--- config.mk ---
export PLATFORM = sky130hd
export DESIGN_NAME = hsstat_top
export DESIGN_NICKNAME = d
export VERILOG_FILES = /design/src/hw/hsstat_pkg.sv /design/src/hw/hsstat_top.sv
export SDC_FILE = /design/constraint.sdc
export NUM_CORES = 1
export LEC_CHECK = 0
export BUFFER_PORTS_ARGS = -buffer_cell sky130_fd_sc_hd__buf_2
export CAP_MARGIN = 0
export CORE_MARGIN = 3
export CORE_UTILIZATION = 40
export DETAILED_ROUTE_END_ITERATION = 16
export GPL_TIMING_DRIVEN = 0
export MAX_ROUTING_LAYER = met4
export PLACE_DENSITY = 0.74
export SLEW_MARGIN = 30
export SYNTH_ARGS = -nofsm -noshare
export SYNTH_HDL_FRONTEND = slang
export SYNTH_SLANG_ARGS = --single-unit
--- constraint.sdc ---
create_clock -name clk -period 2.7 [get_ports clk]
set_input_delay 0.27 -clock clk [delete_from_list [all_inputs] [get_ports clk]]
set_output_delay 0.27 -clock clk [all_outputs]
set_load 0.02 [all_outputs]
--- src/hw/hsstat_pkg.sv ---
/*
  package for the hot swap status byte block: bit positions, reset values,
  register field layouts and the carrier structs.
  assumes nothing beyond a systemverilog compiler.
*/
package hsstat_pkg;
  // status byte bit positions
  localparam int unsigned BIT_CONV_OC      = 0;
  localparam int unsigned BIT_ADC_ALERT    = 1;
  localparam int unsigned BIT_TRIP_OFF     = 2;
  localparam int unsigned BIT_FAIL_ALERT   = 3;
  localparam int unsigned BIT_OFF_STATUS   = 4;
  localparam int unsigned BIT_OFF_ALERT    = 5;
  // alert-enable register bit positions
  localparam int unsigned AEN_OC1          = 0;
  localparam int unsigned AEN_OC4          = 1;
  localparam int unsigned AEN_FAIL         = 2;
  localparam int unsigned AEN_OFF          = 3;
  localparam int unsigned AEN_CLEAR        = 4;
  // reset values
  localparam logic [7:0] ALERT_EN_RESET    = 8'h04;
  localparam logic [7:0] THRESHOLD_RESET   = 8'hFF;
  localparam logic [7:0] CONTROL_RESET     = 8'h00;
  localparam logic [7:0] STATUS_RESET      = 8'h00;
  // conversions needed for the live compare flag and for the one- and four-in-a-row alerts
  localparam logic [2:0] OC_LIVE_COUNT     = 3'h3;
  localparam logic [2:0] OC_ALERT4_COUNT   = 3'h4;
  localparam logic [2:0] OC_ALERT1_COUNT   = 3'h1;

  // inputs from the analog front end and the adc
  typedef struct packed {
    logic        conv_valid;
    logic [11:0] conv_current;
    logic        analog_trip_off;
    logic        swap_failed;
    logic        on_pin;
  } hsstat_sense_t;

  // register writes arriving from the serial slave engine
  typedef struct packed {
    logic       alert_en_we;
    logic       threshold_we;
    logic       control_we;
    logic [7:0] wdata;
  } hsstat_wr_t;

  // all state of the block
  typedef struct packed {
    logic [7:0] alert_en;
    logic [7:0] current_alert_threshold;
    logic       software_power_off;
    logic [2:0] over_run;
    logic       conv_overcurrent_seen;
    logic       adc_alert;
    logic       swap_failure_flag;
    logic       off_alert;
    logic       prev_off;
    logic [7:0] hot_swap_status;
  } hsstat_state_t;
endpackage

--- src/hw/hsstat_top.sv ---
/*
  status byte logic of a hot swap controller: sticky and live alert flags,
  the alert-enable, threshold and control registers that steer them.
  assumes a serial slave engine that decodes register writes into one-cycle
  strobes and shifts out status_byte on a status read; all inputs synchronous to clk.
*/
`timescale 1ns/1ps

module hsstat_top #(
  parameter bit LATCH_OFF = 1'b1
) (
  // clock and reset
  input  wire logic                   clk,
  input  wire logic                   reset,
  // analog front end and adc
  input  wire hsstat_pkg::hsstat_sense_t sense,
  // register writes from the serial engine
  input  wire hsstat_pkg::hsstat_wr_t    wr,
  // register read-back
  output logic [7:0]                  status_byte,
  output logic [7:0]                  alert_en,
  output logic [7:0]                  current_alert_threshold,
  output logic                        software_power_off
);
  import hsstat_pkg::*;

  hsstat_state_t state;
  hsstat_state_t next_state;

  function automatic logic [2:0] sat_inc(input logic [2:0] v);
    return (v == 3'h7) ? v : 3'(v + 3'h1);
  endfunction

  ////////////////////////////////////////////////////////////////////////
  logic over_now;
  logic off_now;
  logic off_rise;
  logic adc_event;
  logic fail_event;
  logic clear_req;

  always_comb begin
    // upper eight bits only, the low nibble is below alarm resolution
    over_now   = sense.conv_current[11:4] > state.current_alert_threshold;
    off_now    = ~sense.on_pin | state.software_power_off;
    off_rise   = off_now & ~state.prev_off;
    adc_event  = (state.alert_en[AEN_OC1] && state.over_run >= OC_ALERT1_COUNT)
               | (state.alert_en[AEN_OC4] && state.over_run >= OC_ALERT4_COUNT);
    fail_event = sense.swap_failed & state.alert_en[AEN_FAIL];
    clear_req  = state.alert_en[AEN_CLEAR];

    next_state = state;
    if (sense.conv_valid) begin
      next_state.over_run = over_now ? sat_inc(state.over_run) : 3'h0;
    end
    next_state.conv_overcurrent_seen = (next_state.over_run >= OC_LIVE_COUNT);
    next_state.prev_off = off_now;

    // clear first, then set, so an event in the clearing cycle still lands
    if (clear_req) begin
      next_state.adc_alert         = 1'b0;
      next_state.swap_failure_flag = 1'b0;
      next_state.off_alert         = 1'b0;
      next_state.alert_en[AEN_CLEAR] = 1'b0;
    end
    if (adc_event) begin
      next_state.adc_alert = 1'b1;
    end
    if (fail_event) begin
      next_state.swap_failure_flag = 1'b1;
    end
    if (off_rise && state.alert_en[AEN_OFF]) begin
      next_state.off_alert = 1'b1;
    end

    if (wr.alert_en_we) begin
      next_state.alert_en = wr.wdata;
    end
    if (wr.threshold_we) begin
      next_state.current_alert_threshold = wr.wdata;
    end
    if (wr.control_we) begin
      next_state.software_power_off = wr.wdata[0];
    end

    next_state.hot_swap_status = 8'h00;
    next_state.hot_swap_status[BIT_CONV_OC]    = next_state.conv_overcurrent_seen;
    next_state.hot_swap_status[BIT_ADC_ALERT]  = next_state.adc_alert;
    next_state.hot_swap_status[BIT_TRIP_OFF]   = (LATCH_OFF && state.alert_en[AEN_FAIL])
                                               ? next_state.swap_failure_flag
                                               : sense.analog_trip_off;
    next_state.hot_swap_status[BIT_FAIL_ALERT] = next_state.swap_failure_flag;
    next_state.hot_swap_status[BIT_OFF_STATUS] = off_now;
    next_state.hot_swap_status[BIT_OFF_ALERT]  = next_state.off_alert;
  end

  always_ff @(posedge clk or posedge reset) begin
    if (reset) begin
      state                         <= '0;
      state.alert_en                <= ALERT_EN_RESET;
      state.current_alert_threshold <= THRESHOLD_RESET;
      state.software_power_off      <= CONTROL_RESET[0];
      state.hot_swap_status         <= STATUS_RESET;
    end else begin
      state <= next_state;
    end
  end

  ////////////////////////////////////////////////////////////////////////
  // the serial engine samples this on the read address byte acknowledge
  assign status_byte             = state.hot_swap_status;
  assign alert_en                = state.alert_en;
  assign current_alert_threshold = state.current_alert_threshold;
  assign software_power_off      = state.software_power_off;

  // checker history lives outside the state struct, so a broken run
  // counter in the design cannot also bend what the properties expect
  logic       chk_over;
  logic [1:0] chk_prior_over;

  assign chk_over = sense.conv_current[11:4] > current_alert_threshold;

  always_ff @(posedge clk or posedge reset) begin
    if (reset) begin
      chk_prior_over <= 2'h0;
    end else if (sense.conv_valid) begin
      chk_prior_over <= {chk_prior_over[0], chk_over};
    end
  end

  ////////////////////////////////////////////////////////////////////////
  a_bits_high_zero: assert property (@(posedge clk) disable iff (reset)
    status_byte[7:6] == 2'b00) else $error("status bits 7 and 6 not zero");
  a_clear_self_ends: assert property (@(posedge clk) disable iff (reset)
    alert_en[AEN_CLEAR] && !wr.alert_en_we |=> !alert_en[AEN_CLEAR]) else $error("clear bit stuck");
  a_clear_drops_adc: assert property (@(posedge clk) disable iff (reset)
    alert_en[AEN_CLEAR] && !adc_event |=> !status_byte[BIT_ADC_ALERT]) else $error("adc alert not cleared");
  a_adc_sticky: assert property (@(posedge clk) disable iff (reset)
    status_byte[BIT_ADC_ALERT] && !alert_en[AEN_CLEAR] |=> status_byte[BIT_ADC_ALERT])
    else $error("adc alert dropped without clear");
  a_fail_sets: assert property (@(posedge clk) disable iff (reset)
    fail_event |=> status_byte[BIT_FAIL_ALERT]) else $error("fail alert not set");
  a_fail_sticky: assert property (@(posedge clk) disable iff (reset)
    status_byte[BIT_FAIL_ALERT] && !alert_en[AEN_CLEAR] |=> status_byte[BIT_FAIL_ALERT])
    else $error("fail alert dropped without clear");
  a_off_live: assert property (@(posedge clk) disable iff (reset)
    !$past(sense.on_pin) |-> status_byte[BIT_OFF_STATUS]) else $error("off status not set by pin");
  a_software_power_off_forces: assert property (@(posedge clk) disable iff (reset)
    $past(software_power_off) |-> status_byte[BIT_OFF_STATUS]) else $error("off status not set by soft off");
  a_off_alert_set: assert property (@(posedge clk) disable iff (reset)
    off_rise && alert_en[AEN_OFF] |=> status_byte[BIT_OFF_ALERT]) else $error("off alert not set");

  a_three_over: assert property (@(posedge clk) disable iff (reset)
    sense.conv_valid && chk_over && (&chk_prior_over)
    |=> status_byte[BIT_CONV_OC]) else $error("three over conversions not flagged");
  a_no_early_flag: assert property (@(posedge clk) disable iff (reset)
    sense.conv_valid && !(chk_over && (&chk_prior_over))
    |=> !status_byte[BIT_CONV_OC]) else $error("compare flag set too early");
  a_conv_bit_holds: assert property (@(posedge clk) disable iff (reset)
    !sense.conv_valid
    |=> status_byte[BIT_CONV_OC] == $past(status_byte[BIT_CONV_OC]))
    else $error("compare flag moved without conversion");
  a_at_threshold_under: assert property (@(posedge clk) disable iff (reset)
    sense.conv_valid && sense.conv_current[11:4] <= current_alert_threshold
    |=> !status_byte[BIT_CONV_OC]) else $error("conversion at threshold counted as over");
  a_under_clears: assert property (@(posedge clk) disable iff (reset)
    sense.conv_valid && !over_now |=> !status_byte[BIT_CONV_OC]) else $error("compare flag not dropped");
  a_trip_retry: assert property (@(posedge clk) disable iff (reset)
    !(LATCH_OFF && alert_en[AEN_FAIL]) |=> status_byte[BIT_TRIP_OFF] == $past(sense.analog_trip_off))
    else $error("trip bit not live");

  a_adc_sets: assert property (@(posedge clk) disable iff (reset)
    sense.conv_valid && chk_over && alert_en[AEN_OC1] && !wr.alert_en_we
    |=> ##1 status_byte[BIT_ADC_ALERT]) else $error("adc alert not set");
  a_trip_mirror: assert property (@(posedge clk) disable iff (reset)
    LATCH_OFF && alert_en[AEN_FAIL]
    |=> status_byte[BIT_TRIP_OFF] == status_byte[BIT_FAIL_ALERT])
    else $error("trip bit not mirroring failure flag");
  a_clear_drops_fail: assert property (@(posedge clk) disable iff (reset)
    alert_en[AEN_CLEAR] && !fail_event
    |=> !status_byte[BIT_FAIL_ALERT]) else $error("fail alert not cleared");
  a_clear_drops_off: assert property (@(posedge clk) disable iff (reset)
    alert_en[AEN_CLEAR] && !(off_rise && alert_en[AEN_OFF])
    |=> !status_byte[BIT_OFF_ALERT]) else $error("off alert not cleared");
  a_off_sticky: assert property (@(posedge clk) disable iff (reset)
    status_byte[BIT_OFF_ALERT] && !alert_en[AEN_CLEAR]
    |=> status_byte[BIT_OFF_ALERT]) else $error("off alert dropped without clear");
  a_off_needs_enable: assert property (@(posedge clk) disable iff (reset)
    !status_byte[BIT_OFF_ALERT] && !alert_en[AEN_OFF]
    |=> !status_byte[BIT_OFF_ALERT])
    else $error("off alert set while disabled");
  a_fail_needs_enable: assert property (@(posedge clk) disable iff (reset)
    !status_byte[BIT_FAIL_ALERT] && !(sense.swap_failed && alert_en[AEN_FAIL])
    |=> !status_byte[BIT_FAIL_ALERT])
    else $error("fail alert set without enabled failure");
  a_off_status_clear: assert property (@(posedge clk) disable iff (reset)
    sense.on_pin && !software_power_off
    |=> !status_byte[BIT_OFF_STATUS]) else $error("off status set while on");

  c_clear_seen: cover property (@(posedge clk) disable iff (reset) alert_en[AEN_CLEAR] ##1 !alert_en[AEN_CLEAR]);
  c_adc_alert: cover property (@(posedge clk) disable iff (reset) $rose(status_byte[BIT_ADC_ALERT]));
  c_off_alert: cover property (@(posedge clk) disable iff (reset) $rose(status_byte[BIT_OFF_ALERT]));
  c_conv_oc: cover property (@(posedge clk) disable iff (reset) $rose(status_byte[BIT_CONV_OC]));
  c_set_beats_clear: cover property (@(posedge clk) disable iff (reset)
    (alert_en[AEN_CLEAR] && adc_event) ##1 status_byte[BIT_ADC_ALERT]);
endmodule

-- Word level (Yosys, flattened, before mapping)
Index checks and enable logic that the tools add are counted.
W data, S select, Z words.
- bits of input ports: 29
- output and inout bits: 25
- logic and storage cells: 34
- bits in registers: 30
- add/sub/neg operators: 1
- reduce and logical (&&, ||, !) cells: 3
- multiplexer cells: 9
- eq/ne operators: 1
- bitwise logic cells: 6
- order comparisons: 4
- operators with widths (cell ; count):
    $mux W3 ; 4
    $gt A8 B8 Y1 ; 1
    $mux W5 ; 1
    $mux W1 ; 4
    $add A3 B1 Y3 const B ; 1
    $eq A3 B3 Y1 const B ; 1
    $ge A3 B1 Y1 const B ; 1
    $ge A3 B2 Y1 const B ; 1
    $ge A3 B3 Y1 const B ; 1
    $logic_and A1 B1 Y1 ; 3
    $and A1 B1 Y1 ; 2
    $not A1 Y1 ; 2
    $or A1 B1 Y1 ; 2

-- Depth between registers and ports, before layout
- depth in word-level cells: 5
- mapped depth: 7
- gate-level depth less buffers: 7

-- Worst setup path after synthesis
No wires, ideal clock.
- kind: register to register
- start: reg current_alert_threshold[1] (netlist name)
- end: reg state[14] in the netlist's numbering
- arrival time: 1.496 ns
- buffers on the path: 0
- setup slack: 1.069 ns
- required time: 2.565 ns
- stages on the path, launching flop included: 8
- period minus slack after synthesis: 1.631 ns
- library setup time: 0.135 ns
- cells stage by stage: dfstp_2 -> inv_1 -> ha_1 -> nor2b_2 -> o211ai_1 -> a211oi_2 -> o211ai_1 -> o211ai_1
- RTL lines (element ; line ; source):
    end signal, assigned ; hsstat_top.sv:105 ; state <= next_state;
    end, declared ; hsstat_top.sv:27 ; hsstat_state_t state;

==> flow_summary.toml <==
[status]
status = "complete, no violations"

[setup_path]
crit_type = "reg2reg"
cp.required_ns = 2.90
cp-start-kind = "register"
worstPathMaxFanout = 4
worst_setup_path_end_kind = "register"
critPathArrivalTime_ns = 2.02

[yosys]
synth_top_family_by_area = "buffers and inverters"
yosysSeqAreaShare = 0.4616
synthCells = 137
ys_types = 28
synth_xor_xnor_area_share = 0
yosys_warnings = 0
ys_seq_elements = 26
synth_area_um2 = 1434
syn_avg_cell_area_um2 = 10.47
yosys.area_share.adder = 0.08726
synth_compound_area_frac = 0.1195
muxShareOfSynthArea = 0.07853
yosys.area_share.simple = 0.08551

[floorplan]
die_w_um = 65.87
core_um2 = 3390
initial_utilization = 0.4230
die_h_um = 65.87
die-area_um2 = 4339
ios = 54
rows = 21

[hold_path]
min_path_type = "in2reg"

[place]
port_buffers = 45
routabilityCongestion = 0.8054
dp_cells = 229
place_hpwl_um = 2259

[job]
max_cap_viol_count = 0

[routing]
wl_um = 2697
drc = 0
drt_iter0_drc = 37
wire_per_inst_um = 11.53
first_pass_iters = 4
routed_via_density = 4.538
via_count = 1062
ant_nets = 0

[clock_tree]
cts_htree_levels = 1
clk_pin_slew_ns = 0.14
cts_tree = "yes"
cts_made_buffers = 3
clk_root_buffer_cell = "clkbuf_4"
cts.path.max_buffers = 2
post_cts_buffers = 0
clk_latency_ns = 0.32
clkSinkCount = 26

[layout]
nets = 228
area_growth_syn_to_layout_pct = 23.21
layout.cells.non_filler = 234
n_antenna_cell = 0
final_common_cell = "buf_2"
drive_gt1_frac = 0.5160
most-common-layout-cells = "buf_2, buf_4, dfrtp_1"

[timing]
relSlewSlack = 0.6453
hold_viol_final = 0
finalCritPeriodShare = 0.6743
final-setup-viol-count = 0
tightest_slew_ns = 0.5313
skew_ns = 0.007797
tns_ns = 0
rsz0062_at_grt = "no"
clock.fmax_mhz = 549.3
maxSlewViolCount = 0
period_minus_slack_ns = 1.821

[power_and_ir_drop]
p_leak_nw = 0.8925
power_density_nw_per_um2 = 575.0
ir_drop_v = 0.0003772

[global_routing]
grt_util_all_layers = 0.1390
grt-ovfl-total = 0
grt_pass1_vias = 1084
grt_pass1_wl_um = 4567
grt_max_degree = 27
grt_antenna_before_repair = 0
[critical path, cell delays in order, from the launching register on]
cell      delay (ns)
dfstp_2         0.55
inv_1           0.06
ha_1            0.31
nand4_1         0.15
nor2_1          0.23
a21oi_2         0.09
o211ai_1        0.20
o211ai_1        0.12
[final cells by class]
type	instances	area [um^2]
Timing Repair Buffer	46	235.2
Clock buffer	4	36.28
Buffer	27	191.4
Fill cell	318	1623
Inverter	12	45.04
Multi-Input combinational cell	73	539.3
Sequential cell	26	661.9
Tap cell	46	57.56
[cells by family after synthesis]
logic type,after synthesis
AO/OA/AOI/OAI,27
adder cells (fa/ha/maj),10
multiplexers,10
flip-flops,26
AND/OR/NAND/NOR,24
buffers and inverters,39
other,1
[through the flow]
| stage | utilization | hold slack, ns | power, mW | worst slack (ns) | instance area (um^2) |
|---|---|---|---|---|---|
| floorplan | - | 0.3033 | 0.7371 | 1.069 | 1438 |
| global placement | 0.5076 | 0.4643 | 0.8246 | 0.9602 | 1720 |
| detailed placement | 0.5076 | 0.4636 | 0.8341 | 0.9035 | 1720 |
| CTS | 0.5183 | 0.1074 | 1.027 | 0.8763 | 1757 |
| global route | 0.5212 | 0.09520 | 1.089 | 0.7133 | 1767 |
| finish | 0.5212 | 0.1140 | 1.016 | 0.8794 | 1767 |
[per-layer routing]
| layer | GRT usage | vias up | part of all wire |
|---|---|---|---|
| met5 | - | - | 0 |
| met4 | 0.03109 | 0 | 0.0037 |
| met3 | 0.04252 | 2 | 0.078 |
| met2 | 0.2203 | 34 | 0.49 |
| met1 | 0.1753 | 488 | 0.42 |
| li1 | - | 538 | - |
[flip-flops by register name, summed over array words and instances, names as in the netlist]
name / flops
alert_en: 8
status_byte: 6
current_alert_threshold: 8
state: 3
software_power_off: 1
[what timing repair did]
item | CTS | global route
hold buffers | 0 | 1
endpoints found under the setup margin | 0 | 0
hold endpoints to repair | 0 | 11
gates resized for setup | 0 | 0
[worst paths after layout]
check	start	endpoint	slack (ns)	cells past startpoint
min reg2reg	status_byte[1]	status_byte[1]	0.51	1
max	current_alert_threshold[7]	state[14]	0.88	7
min	sense[0]	status_byte[4]	0.11	2
max reg2reg	current_alert_threshold[7]	state[14]	0.88	7
min in group asynchronous	reset	status_byte[1]	0.52	3
max in group asynchronous	reset	current_alert_threshold[7]	1.80	3
[synth_stat cells, drive strengths merged]
cell type / instances / share of area
buf: 25 / 0.13
dfrtp: 17 / 0.30
inv: 12 / 0.031
ha: 10 / 0.087
mux2: 10 / 0.079
a21oi: 9 / 0.034
dfstp: 9 / 0.16
o21ai: 9 / 0.031
nand2: 8 / 0.021
nor2: 5 / 0.015
o211ai: 4 / 0.021
and2: 2 / 0.0087
clkbuf: 2 / 0.0052
nand2b: 2 / 0.0087
nand4: 2 / 0.0087
nor3b: 2 / 0.010
a211oi: 1 / 0.0087
a21o: 1 / 0.0052
a22o: 1 / 0.0061
a32o: 1 / 0.0070
conb: 1 / 0.0026
nand3: 1 / 0.0035
nor2b: 1 / 0.0061
nor3: 1 / 0.0035
o2bb2ai: 1 / 0.0061
[report_power, final]
group | total, mW | internal [mW] | leakage [nW] | switching (mW)
Clock | 0.192 | 0.0824 | 0.0210 | 0.110
Sequential | 0.492 | 0.452 | 0.299 | 0.0396
Combinational | 0.332 | 0.163 | 0.572 | 0.169
Power figures use the tool's default switching activity.
